<file path="config.mk">
export PLATFORM = sky130hd
export DESIGN_NAME = xbt_top
export DESIGN_NICKNAME = d
export VERILOG_FILES = /design/src/verilog/xbt_pkg.sv /design/src/verilog/xbt_chain.sv /design/src/verilog/xbt_top.sv
export VERILOG_INCLUDE_DIRS = /design/src /design/src/verilog
export SDC_FILE = /design/constraint.sdc
export NUM_CORES = 1
export LEC_CHECK = 0
export ABC_CLOCK_PERIOD_IN_PS = 4430
export BUFFER_PORTS_ARGS = -buffer_cell sky130_fd_sc_hd__clkbuf_2
export CORE_AREA = 2 2 209 211
export CTS_CLUSTER_SIZE = 14
export DETAILED_ROUTE_END_ITERATION = 8
export DIE_AREA = 0 0 211 213
export PLACE_DENSITY = 0.32
export SLEW_MARGIN = 20
export SYNTH_ARGS = -nofsm -noshare
export SYNTH_HDL_FRONTEND = slang
export SYNTH_HIERARCHICAL = 1
export SYNTH_SLANG_ARGS = --single-unit
</file>
<file path="constraint.sdc">
create_clock -name clk -period 4.43 [get_ports clk]
set_clock_uncertainty 0.1 [all_clocks]
set_input_delay 0.886 -clock clk [delete_from_list [all_inputs] [get_ports clk]]
set_output_delay 0.886 -clock clk [all_outputs]
set_load 0.01 [all_outputs]
</file>
<file path="src/verilog/xbt_consts.svh">
/*
 Constants of the board test block: pin counts, chain indices, reset values.
 Assumes inclusion by its bare name from every file that needs them.
*/
`ifndef XBT_CONSTS_SVH
`define XBT_CONSTS_SVH

// ----------------------------------------------------------------------------
// Pin map
// ----------------------------------------------------------------------------
`define XBT_CHAIN_PINS      88
`define XBT_LAD0_IDX        17
`define XBT_FRAME_IDX       21

// ----------------------------------------------------------------------------
// Reset and gated values
// ----------------------------------------------------------------------------
`define XBT_BUS_RST_PREV_RESET 1'b1
`define XBT_FUNC_IN_GATED      1'b0

`endif

</file>
<file path="src/verilog/xbt_pkg.sv">
/*
 Types of the board test block.
 Assumes nothing of its surroundings.
*/
package xbt_pkg;

    // ------------------------------------------------------------------------
    // Mode
    // ------------------------------------------------------------------------
    typedef enum logic {
        XBT_MODE_NORMAL = 1'b0,
        XBT_MODE_CHAIN  = 1'b1
    } xbt_mode_e;

endpackage : xbt_pkg

</file>
<file path="src/verilog/xbt_chain.sv">
/*
 Parity chain over all included pins.
 Assumes the caller has already left excluded pins out of the vector.
*/
module xbt_chain #(
    parameter int N = 88
) (
    input  wire logic [N-1:0] pins,
    input  wire logic         enable,
    output logic              parity
);

    // ------------------------------------------------------------------------
    // Chain
    // ------------------------------------------------------------------------
    // An even-length xnor chain equals the xor of its inputs.
    logic acc;

    always_comb begin
        acc = 1'b0;
        for (int i = 0; i < N; i++) begin
            acc = acc ^ pins[i];
        end
    end

    assign parity = enable & acc;

endmodule : xbt_chain

</file>
<file path="src/verilog/xbt_top.sv">
/*
 Board test mode selection and pad muxing around the parity chain.
 Assumes pins sampled synchronously to clk and reset_n is the main supply POR.
*/
`include "xbt_consts.svh"

module xbt_top #(
    parameter int N         = `XBT_CHAIN_PINS,
    parameter int LAD0_IDX  = `XBT_LAD0_IDX,
    parameter int FRAME_IDX = `XBT_FRAME_IDX
) (
    input  wire logic         clk,
    input  wire logic         reset_n,
    input  wire logic         pci_reset_n,
    input  wire logic [N-1:0] pin_in,
    input  wire logic [N-1:0] func_out,
    input  wire logic [N-1:0] func_oe_n,
    output logic      [N-1:0] func_in,
    output logic      [N-1:0] pin_out,
    output logic      [N-1:0] pin_oe_n,
    input  wire logic         chain_pin_in,
    input  wire logic         func_chain_out,
    input  wire logic         func_chain_oe_n,
    output logic              func_chain_in,
    output logic              chain_pin_out,
    output logic              chain_pin_oe_n,
    output logic              test_mode
);

    // ------------------------------------------------------------------------
    // Bus reset release detection
    // ------------------------------------------------------------------------
    logic              bus_rst_prev_q;
    wire logic         bus_rst_rise;
    wire logic         select_chain;
    xbt_pkg::xbt_mode_e mode_q;
    xbt_pkg::xbt_mode_e mode_d;

    // The previous level resets high, so a bus reset already released at POR gives no edge.
    always_ff @(posedge clk or negedge reset_n) begin
        if (!reset_n) begin
            bus_rst_prev_q <= `XBT_BUS_RST_PREV_RESET;
        end else begin
            bus_rst_prev_q <= pci_reset_n;
        end
    end

    assign bus_rst_rise = pci_reset_n & ~bus_rst_prev_q;
    assign select_chain = ~pin_in[FRAME_IDX] & ~pin_in[LAD0_IDX];

    // ------------------------------------------------------------------------
    // Mode register
    // ------------------------------------------------------------------------
    // The straps only count in the cycle that sees the release edge.
    always_comb begin
        mode_d = mode_q;
        if (bus_rst_rise) begin
            if (select_chain) begin
                mode_d = xbt_pkg::XBT_MODE_CHAIN;
            end else begin
                mode_d = xbt_pkg::XBT_MODE_NORMAL;
            end
        end
    end

    always_ff @(posedge clk or negedge reset_n) begin
        if (!reset_n) begin
            mode_q <= xbt_pkg::XBT_MODE_NORMAL;
        end else begin
            mode_q <= mode_d;
        end
    end

    wire logic in_chain;

    assign in_chain  = (mode_q == xbt_pkg::XBT_MODE_CHAIN);
    assign test_mode = in_chain;

    // ------------------------------------------------------------------------
    // Chain
    // ------------------------------------------------------------------------
    // The vector holds only included pins; the chain pin's own input is unused.
    wire logic chain_result;

    xbt_chain #(
        .N (N)
    ) u_chain (
        .pins   (pin_in),
        .enable (in_chain),
        .parity (chain_result)
    );

    // ------------------------------------------------------------------------
    // Pad muxing
    // ------------------------------------------------------------------------
    // In test mode every pad but the chain pin is released and its data forced low.
    wire logic [N-1:0] gate_vec;

    assign gate_vec       = {N{in_chain}};
    assign pin_oe_n       = func_oe_n | gate_vec;
    assign pin_out        = func_out & ~gate_vec;
    assign func_in        = in_chain ? {N{`XBT_FUNC_IN_GATED}} : pin_in;
    assign chain_pin_out  = in_chain ? chain_result : func_chain_out;
    assign chain_pin_oe_n = in_chain ? 1'b0 : func_chain_oe_n;
    assign func_chain_in  = in_chain ? `XBT_FUNC_IN_GATED : chain_pin_in;
endmodule : xbt_top
</file>
# After elaboration in Yosys (flattened, before gate mapping)
# Cells that the tools add are included.
[word_totals]
regBits = 2
latchBits = 0
ram_bits = 0
romBits = 0
out_inout_bits = 268
elab_cells = 103
memories = 0
[classes]
n_addsub = 0
mul = 0
n_div = 0
magnitude_cmp = 0
eq_ne = 0
shifts = 0
n_mux = 5
bitwise_logic = 96
n_reduce_logical = 0
[op_table]
columns = ["operator", "count"]
rows = [
  ["$and 88x88->88", 1],
  ["$mux 88", 1],
  ["$not 88->88", 1],
  ["$or 88x88->88", 1],
  ["$xor 1x1->1", 87],
  ["$mux 1", 4],
  ["$and 1x1->1", 3],
  ["$not 1->1", 3],
]

# Logic depth before layout (Yosys ltp)
# Gate-level depths: netlist of the first run.
[logic_depth]
word_depth = 89
ltp_mapped = 8
ltp_nobuf = 8

# By module
# The synthesis of the first run kept the hierarchy.
[modules_own_cells]
columns = ["mod", "instances", "cells_per_inst", "area_each_um2"]
rows = [
  ["xbt_top", 1, 302, 1930.6],
  ["xbt_chain", 1, 87, 773.2],
]

# Worst setup path after synthesis of the first run
# OpenSTA, ideal clock, no wires.
[synth_timing]
kind = "input to output"
startpoint = "in pin_in[52]"
endpoint = "out chain_pin_out"
t_arrival_ns = 2.446
setup_slack_ns = 0.998
path_stages = 8
path_buffers = 0
path_cell_list = "xor2_1 > xnor2_1 > xnor2_1 > xnor2_1 > xnor2_1 > xnor3_1 > and2_1 > mux2_2"
[synth_between]
elab_chain_len = 38
[synth_rtl]
columns = ["item", "line_no", "rtl"]
rows = [
  ["start: declaration", "xbt_top.sv:15", "input wire logic [N-1:0] pin_in,"],
  ["$xor 1x1->1 (36 in a row)", "xbt_chain.sv:22", "acc = acc ^ pins[i];"],
  ["$and 1x1->1", "xbt_chain.sv:26", "assign parity = enable & acc;"],
  ["named net chain_result", "xbt_top.sv:83", "wire logic chain_result;"],
  ["$mux 1", "xbt_top.sv:103", "assign chain_pin_out = in_chain ? chain_result : func_chain_out;"],
  ["end: declaration", "xbt_top.sv:25", "output logic chain_pin_out,"],
]
# The timed path passes the listed nets, and every way through them passes these cells.

# Worst setup path in the final report of the first run
[layout_timing]
startpoint = "in pin_in[87]"
endpoint = "out chain_pin_out"
[layout_between]
elab_chain_len = 3
[layout_rtl]
columns = ["item", "line_no"]
rows = [
  ["$xor 1x1->1", "xbt_chain.sv:22"],
  ["$and 1x1->1", "xbt_chain.sv:26"],
  ["named net chain_result", "xbt_top.sv:83"],
  ["$mux 1", "xbt_top.sv:103"],
]
# The timed path passes the listed nets, and every way through them passes these cells.

==> flow_metrics.tcl, run 1 <==
set metrics [dict create \
    dr_total_vias 4217 \
    dpl.cell_count 1450 \
    syn_nets 659 \
    htreeDepth 1 \
    status "finished, final reports clean" \
    fmax_mhz 246 \
    r2r_start "test_mode" \
    synth.area.top_cells "nor2b_1, xnor2_1, or2_1" \
    final_cell_area_um2 6060 \
    drt-pass1-iter-count 4 \
    ys_types 13 \
    yosysTopAreaCell "nor2b_1" \
    relSlewSlack_pct 55.0 \
    min_period_ns 4.07 \
    reg2reg_to "test_mode" \
    dp_slack_ns 0.0749 \
    clkSinkCount 2 \
    yosysSeqAreaShare_pct 1.90 \
    start_util_pct 6.33 \
    cp_max_fo 2 \
    r2r_slack_ns 3.13 \
    cp-start-kind "input port" \
    grt_pass1_wl_um 23700 \
    finalSetupTns_ns 0 \
    antenna_found_initial 0 \
    ant_nets 0 \
    power_mw 1.34 \
    p_leak_nw 3.24 \
    cts_buffers 3 \
    cts_tree "yes" \
    overflow 0 \
    grt_max_degree 97 \
    die_y_um 213 \
    setup_viol_count_final 0 \
    wl_um 18000 \
    synth_edf_count 0 \
    insertion_delay_ns 0.22 \
    clkTransAtPathRegs_ns 0.03 \
    async_reset_ff_share_pct 100 \
    synthesis.area_um2 2700 \
    dp_hpwl_um 16400 \
    ios 538 \
    num_rows 76 \
    first_iter_violations 109 \
    worst-setup-path-type "in -> out" \
    finalMaxSlewViolations 0 \
    cp-end-kind "primary output" \
    synth_seq_cells 2 \
    drive_gt1_share_pct 61.0 \
    synth_ff_type "dfstp_2" \
    syn-instance-count 389 \
    area_delta_synth_final_pct 124 \
    die_area_um2 44900 \
    hold_viol_final 0 \
    grt_usage_pct 6.89 \
    layout_setup_ws_ns 0.364 \
    vias_per_cell 2.90 \
    fillers 4980 \
    synth_area_per_cell_um2 6.95 \
    synth_common_cells "nor2b_1, or2_1, xnor2_1" \
    synth_top_area_share_pct 41.4 \
    root_buffer "clkbuf_16" \
    cp.required_ns 3.44 \
    gp_congestion 0.770 \
    grt_setup_unrepaired "false" \
    wl_per_cell_um 12.4 \
    hold_class "in -> async" \
    coreArea_um2 42700 \
    min_period_over_period_pct 91.8 \
    drc 0 \
    detailed_place.area_um2 5970 \
    clockBufferDepth 2 \
    worstMarginPinSlew_ns 0.674 \
    drv_cap 0 \
    yosys_warnings 6 \
    rr_worst_depth 1 \
    synth.most_common_cell "nor2b_1" \
    worstPathArrival_ns 3.08 \
    die_w_um 211 \
    final_cells 1455 \
    grt_pass1_vias 3891 \
    p_per_area_nw_per_um2 221 \
    ir_worst_vdd_v 0.000149 \
    nNetsFinal 1179 \
    hold_buffers 0 \
    port_buffers 537 \
]
## cell families after synthesis
logic type | share of synthesized area [%]
XOR/XNOR | 28.4
buffers and inverters | 6.76
flip-flops | 1.90
multiplexers | 0.833
AND/OR/NAND/NOR | 62.1
## layout by cell type, fill, tap and decap left out
cell       netlist  routed
nor2_1           1       1
diode_2          0       1
and2_1           1       1
xor2_1           8       8
nor2b_1        179     179
dfrtp_4          0       1
xnor2_1         77      75
clkbuf_2         0     537
mux2_2           2       2
clkbuf_1         4       1
or2_1           88      88
dfstp_2          1       1
buf_12           0       1
clkbuf_16        0       3
xnor3_1          1       1
buf_4            0       7
xnor2_2          0       2
## worst max path at each step
stage / start / end / slack [ns] / depth (start not counted)
floorplan: pin_in[52] / chain_pin_out / 1.0 / 8
global placement: pin_in[70] / chain_pin_out / 0.03 / 10
detailed placement: pin_in[70] / chain_pin_out / 0.07 / 10
CTS: pin_in[70] / chain_pin_out / 0.05 / 10
global route: pin_in[70] / chain_pin_out / 0.06 / 10
finish: pin_in[87] / chain_pin_out / 0.36 / 10
## flip-flops by register name, summed over array words and instances (netlist names)
register / cells
bus_rst_prev_q: 1
test_mode: 1
## final cells by class
class | instances | area [um2] | area share, %
diodes | 1 | 2.50 | 0.0413
clock buffers | 4 | 78.8 | 1.30
multi-input cells | 357 | 2480 | 41.0
flip-flops and latches | 2 | 55.1 | 0.908
well taps | 546 | 683 | 11.3
repair buffers | 545 | 2760 | 45.5
## metal layers
| layer | share of wire (%) | global-route usage, % |
|---|---|---|
| met1 | 43 | 9.25 |
| met2 | 51 | 12.2 |
| met3 | 5.8 | 0.765 |
| met4 | 0.24 | 0.729 |
| met5 | 0 | 0 |
## critical path, cell delays in order
cell,delay (ns)
clkbuf_2,0.10
xor2_1,0.33
xnor2_1,0.17
xnor2_1,0.22
xnor2_1,0.15
xnor2_1,0.14
xnor3_1,0.49
and2_1,0.20
mux2_2,0.26
clkbuf_2,0.13
## power by group
group          switching, mW  total, mW  internal [mW]
combinational          0.597       1.16          0.561
sequential            0.0212     0.0420         0.0208
clock                 0.0216      0.140          0.118
## timing repair
action,CTS,global route
endpoints found under the hold margin,0,0
buffers inserted,0,0
gates resized for setup,0,2
endpoints found under the setup margin,0,1
## metrics by stage
stage	util (%)	hold WS, ns
after floorplan	-	0.490
after global placement	14.0	0.551
after detailed placement	14.0	0.555
after CTS	14.2	0.339
after global routing	14.2	0.338
final	14.2	0.342
No activity file was read; power rests on OpenSTA's default activity.
==> run 2: changes to the inputs <==
--- a/config.mk
+++ b/config.mk
@@ -8,13 +8,13 @@
 export LEC_CHECK = 0
 export ABC_CLOCK_PERIOD_IN_PS = 4430
 export BUFFER_PORTS_ARGS = -buffer_cell sky130_fd_sc_hd__clkbuf_2
-export CORE_AREA = 2 2 209 211
+export CORE_AREA = 2 2 210 212
 export CTS_CLUSTER_SIZE = 14
 export DETAILED_ROUTE_END_ITERATION = 8
-export DIE_AREA = 0 0 211 213
+export DIE_AREA = 0 0 212 214
+export GPL_TIMING_DRIVEN = 0
 export PLACE_DENSITY = 0.32
 export SLEW_MARGIN = 20
 export SYNTH_ARGS = -nofsm -noshare
 export SYNTH_HDL_FRONTEND = slang
-export SYNTH_HIERARCHICAL = 1
 export SYNTH_SLANG_ARGS = --single-unit
==> flow_metrics.tcl, run 2 <==
set metrics [dict create \
    status "finished, final reports clean" \
    syn-instance-count 389 \
    synth_top_area_share_pct 42.2 \
    p_leak_nw 3.30 \
    crit_path_max_incr_delay_ns 0.43 \
    cp-end-kind "primary output" \
    synth_edf_count 0 \
    min_period_over_period_pct 85.0 \
    htreeDepth 1 \
    cp_slowest_cell "xnor2_1" \
    cp.required_ns 3.44 \
    async_reset_ff_share_pct 100 \
    coreArea_um2 42900 \
    clkSinkCount 2 \
    area_delta_synth_final_pct 133 \
    p_sw_share_pct 46.3 \
    yosysTopAreaCell "nor2b_1" \
    antenna_found_initial 4 \
    finalSetupTns_ns 0 \
    synth_ff_type "dfstp_2" \
    final_cells 1516 \
    grt_usage_pct 7.60 \
    r2r_slack_ns 1.95 \
    post-cts-setup-buffers 0 \
    vias_per_cell 2.96 \
    grt_pass1_wl_um 25800 \
    min_period_ns 3.76 \
    drive_gt1_share_pct 67.7 \
    synth_common_cells "nor2b_1, or2_2, xnor2_1" \
    grt_max_degree 11 \
    hold_buffers 0 \
    drt-pass1-iter-count 4 \
    final-seq-area_um2 51.3 \
    cts_tree "yes" \
    ys_types 14 \
    combPwrFrac_pct 86.8 \
    root_buffer "clkbuf_16" \
    power.net_switching_mw 0.574 \
    insertion_delay_ns 0.22 \
    cp_max_fo 2 \
    cp-start-kind "input port" \
    wl_per_cell_um 12.6 \
    layout_commonest_cell "clkbuf_2" \
    yosysSeqAreaShare_pct 1.96 \
    synthesis.area_um2 2620 \
    finalMaxSlewViolations 0 \
    synth.most_common_cell "nor2b_1" \
    syn_nets 659 \
    detailed_place.area_um2 6040 \
    dp_slack_ns 0.499 \
    num_rows 76 \
    drc 0 \
    ios 538 \
    layout_setup_ws_ns 0.666 \
    clockBufferDepth 2 \
    final_cell_area_um2 6120 \
    fillers 5015 \
    die_area_um2 45400 \
    dpl.cell_count 1511 \
    hold_viol_final 0 \
    grt_setup_unrepaired "false" \
    clkPwrFrac_pct 11.5 \
    die_w_um 212 \
    overflow 0 \
    ant_nets 0 \
    relSlewSlack_pct 43.4 \
    whs_ns 0.346 \
    wl_um 19200 \
    die_y_um 214 \
    worstMarginPinSlew_ns 0.849 \
    synth_area_per_cell_um2 6.74 \
    power_mw 1.24 \
    cts_resized 0 \
    cts_buffers 3 \
    first_iter_violations 116 \
    dp_hpwl_um 17700 \
    clkTransAtPathRegs_ns 0.03 \
    start_util_pct 6.12 \
    synth_seq_cells 2 \
    drv_cap 0 \
    sequentialPowerShare_pct 1.7 \
    gp_congestion 0.862 \
    final_util_pct 14.3 \
    worst-setup-path-type "in -> out" \
    synth.area.top_cells "nor2b_1, xnor2_1, or2_2" \
    cpMostUsedCell "xnor2_1" \
    setup_viol_count_final 0 \
    yosys_warnings 0 \
    ir_worst_vdd_v 0.000110 \
    multi_input_area_um2 2460 \
    hold_class "in -> async" \
    dr_total_vias 4482 \
    intPower_mw 0.667 \
    path_cells "clkbuf_2 > xnor2_1 > xnor2_1 > xnor2_1 > xnor2_1 > xnor2_1 > xnor3_1 > a21oi_1 > clkbuf_2" \
    p_per_area_nw_per_um2 203 \
    final_cell_mix "clkbuf_2, nor2b_1, or2_2" \
    worstPathArrival_ns 2.78 \
    nNetsFinal 1201 \
    grt_pass1_vias 4376 \
    fmax_mhz 266 \
    port_buffers 537 \
]
-- run 2: power groups by stage --
stage	clock, mW	combinational (mW)	sequential (mW)
after detailed placement	0	1.11	0.0212
after global placement	0	1.12	0.0211
after CTS	0.144	1.12	0.0210
after global routing	0.148	1.19	0.0213
after floorplan	0	0.612	0.0214
final	0.143	1.08	0.0211
-- run 2: cells by family (layout without fill, tap and decap cells) --
kind of cell,count (synthesis),after routing,share of synthesized area [%]
simple gates,267,267,63.7
buf+inv,31,572,4.43
other cells,0,1,0
xor+xnor,86,86,29.2
flops,2,2,1.96
compound gates,3,3,0.715
-- run 2: critical path: cells and delay by family --
family	cells	cell delay, ns
xor gates and xnor gates	6	1.46
buffers and inverters	2	0.27
AOI/OAI and AO/OA	1	0.14
-- run 2: area by class of cell --
type                       count  share of cell area [%]
multi-input combinational    356                    40.1
sequential                     2                   0.838
buffer                        30                    1.84
timing repair buffer         537                    43.9
tap                          585                    12.0
inverter                       1                  0.0613
clock buffer                   4                    1.29
antenna                        1                  0.0409
-- run 2: layer usage --
| layer | wire, um | vias to the layer above | GRT usage (%) |
|---|---|---|---|
| li1 | - | 2238 | - |
| met1 | 7270 | 1949 | 8.05 |
| met2 | 10300 | 277 | 15.6 |
| met3 | 1480 | 12 | 1.48 |
| met4 | 115 | 6 | 0.822 |
| met5 | 41 | - | 0 |
-- run 2: final timing paths --
| check | start | end | depth (start not counted) |
|---|---|---|---|
| worst max-delay path | pin_in[7] | chain_pin_out | 9 |
| worst min register to register | bus_rst_prev_q | test_mode | 2 |
| worst min-delay path | reset_n | test_mode | 1 |
| min in group clk | bus_rst_prev_q | test_mode | 2 |
| worst max register to register | test_mode | test_mode | 5 |
| max in group asynchronous | reset_n | bus_rst_prev_q | 1 |
==> run 3: changes to the inputs <==
--- a/config.mk
+++ b/config.mk
@@ -6,14 +6,14 @@
 export SDC_FILE = /design/constraint.sdc
 export NUM_CORES = 1
 export LEC_CHECK = 0
-export ABC_CLOCK_PERIOD_IN_PS = 4430
+export ABC_CLOCK_PERIOD_IN_PS = 3350
 export BUFFER_PORTS_ARGS = -buffer_cell sky130_fd_sc_hd__clkbuf_2
-export CORE_AREA = 2 2 210 212
+export CORE_AREA = 2 2 208 210
 export CTS_CLUSTER_SIZE = 14
 export DETAILED_ROUTE_END_ITERATION = 8
-export DIE_AREA = 0 0 212 214
+export DIE_AREA = 0 0 210 212
 export GPL_TIMING_DRIVEN = 0
-export PLACE_DENSITY = 0.32
+export PLACE_DENSITY = 0.33
 export SLEW_MARGIN = 20
 export SYNTH_ARGS = -nofsm -noshare
 export SYNTH_HDL_FRONTEND = slang
==> constraint.sdc (replaced) <==
create_clock -name clk -period 3.35 [get_ports clk]
set_clock_uncertainty 0.1 [all_clocks]
set_input_delay 0.67 -clock clk [delete_from_list [all_inputs] [get_ports clk]]
set_output_delay 0.67 -clock clk [all_outputs]
set_load 0.01 [all_outputs]
==> flow_metrics.tcl, run 3 (synthesis results as in run 2) <==
set metrics [dict create \
    status "finished, final reports clean" \
    die_area_um2 44500 \
    drc 0 \
    vias_per_cell 3.07 \
    min_period_over_period_pct 94.6 \
    htreeDepth 1 \
    layout_commonest_cell "clkbuf_2" \
    overflow 0 \
    fmax_mhz 315 \
    hold_viol_final 0 \
    combPwrFrac_pct 87.1 \
    cts_tree "yes" \
    cts_buffers 3 \
    grt_max_degree 11 \
    grt_pass1_vias 4175 \
    root_buffer "clkbuf_16" \
    drt-pass1-iter-count 4 \
    crit_path_max_incr_delay_ns 0.42 \
    insertion_delay_ns 0.22 \
    ant_nets 0 \
    intPower_mw 0.914 \
    clkSinkCount 2 \
    num_rows 76 \
    wl_per_cell_um 12.8 \
    cp-start-kind "input port" \
    post-cts-setup-buffers 0 \
    hold_buffers 0 \
    nNetsFinal 1200 \
    dp_hpwl_um 17400 \
    p_leak_nw 3.37 \
    sequentialPowerShare_pct 1.9 \
    die_y_um 212 \
    worst-setup-path-type "in -> out" \
    power.net_switching_mw 0.783 \
    antenna_found_initial 1 \
    clkTransAtPathRegs_ns 0.03 \
    worstPathArrival_ns 2.40 \
    p_per_area_nw_per_um2 275 \
    clkPwrFrac_pct 11.0 \
    first_iter_violations 78 \
    p_sw_share_pct 46.1 \
    cp_max_fo 2 \
    final_cell_area_um2 6170 \
    reg2reg_to "test_mode" \
    r2r_slack_ns 1.46 \
    die_w_um 210 \
    rr_worst_depth 4 \
    wl_um 18900 \
    ios 538 \
    final_util_pct 14.5 \
    clockBufferDepth 2 \
    dr_total_vias 4533 \
    cp_slowest_cell "xnor3_1" \
    start_util_pct 6.17 \
    antenna_cells 0 \
    coreArea_um2 42500 \
    fillers 4949 \
    worstMarginPinSlew_ns 0.594 \
    relSlewSlack_pct 60.4 \
    r2r_start "test_mode" \
    min_period_ns 3.17 \
    grt_pass1_wl_um 24800 \
    gp_congestion 0.773 \
    finalMaxSlewViolations 0 \
    final_cell_mix "clkbuf_2, nor2b_1, or2_2" \
    setup_viol_count_final 0 \
    hold_class "in -> async" \
    ir_worst_vdd_v 0.000182 \
    area_delta_synth_final_pct 135 \
    grt_usage_pct 7.43 \
    detailed_place.area_um2 5990 \
    cp.required_ns 2.58 \
    drv_cap 0 \
    cp-end-kind "primary output" \
    port_buffers 537 \
    drive_gt1_share_pct 69.3 \
    path_cells "clkbuf_2 > xnor2_2 > xnor2_1 > xnor2_1 > xnor2_2 > xnor2_2 > xnor3_1 > a21oi_1 > buf_2" \
    cpMostUsedCell "xnor2_2" \
]
[run 3: cell count changes in the layout (fill, tap and decap cells not counted), sizes merged]
cell,before,now
buf,0,3
clkbuf,571,567
diode,1,0
[run 3: area by class of cell]
type / instances / area (um2) / area share [%]
well taps: 546 / 683 / 11.1
flip-flops and latches: 2 / 51.3 / 0.832
plain buffers: 29 / 116 / 1.89
clock buffers: 4 / 78.8 / 1.28
inverters: 1 / 3.75 / 0.0609
multi-input cells: 356 / 2540 / 41.2
repair buffers: 537 / 2690 / 43.7
[run 3: layer usage]
| layer | wire, um | track usage (%) | vias up |
|---|---|---|---|
| met5 | 0 | 0 | - |
| met4 | 652 | 3.18 | 0 |
| met3 | 1180 | 0.739 | 24 |
| met2 | 9460 | 13.4 | 291 |
| met1 | 7590 | 9.00 | 1977 |
| li1 | - | - | 2241 |
[run 3: through the flow]
stage               std cells  power (mW)  setup WS [ns]  setup TNS (ns)  hold WS (ns)
floorplan                 389       0.838          0.531               0         0.274
global placement         1472        1.52         -0.575           -1.83         0.359
detailed placement       1472        1.50         -0.581           -1.90         0.359
CTS                      1476        1.73        -0.0612         -0.0612         0.126
global route             1475        1.85       -0.00116        -0.00116         0.126
finish                   1475        1.70          0.180               0         0.128
[run 3: repair_timing]
item                                    4_1_cts  5_1_grt
cloned                                        0        0
endpoints found under the setup margin       29       41
resized for setup                            11       11
pin swaps                                     1       12
endpoints found under the hold margin         0        0
[run 3: how the worst max path moves through the flow]
stage | from | to | slack [ns] | cells after the start
after floorplan | pin_in[40] | chain_pin_out | 0.53 | 7
final | pin_in[38] | chain_pin_out | 0.18 | 9
after global placement | pin_in[7] | chain_pin_out | -0.57 | 9
after detailed placement | pin_in[7] | chain_pin_out | -0.58 | 9
after global routing | pin_in[7] | chain_pin_out | -0.001 | 9
after CTS | pin_in[7] | chain_pin_out | -0.06 | 9
[run 3: critical path, delay by kind of cell]
family | cells | cell delay [ns]
buf+inv | 2 | 0.27
compound gates | 1 | 0.13
xor+xnor | 6 | 1.33
[run 3: power by group through the flow]
stage,Sequential (mW),Clock (mW),Combinational (mW)
detailed placement,0.0279,0,1.47
CTS,0.0278,0.190,1.51
global route,0.0343,0.195,1.63
global placement,0.0280,0,1.49
floorplan,0.0283,0,0.810
finish,0.0325,0.186,1.48
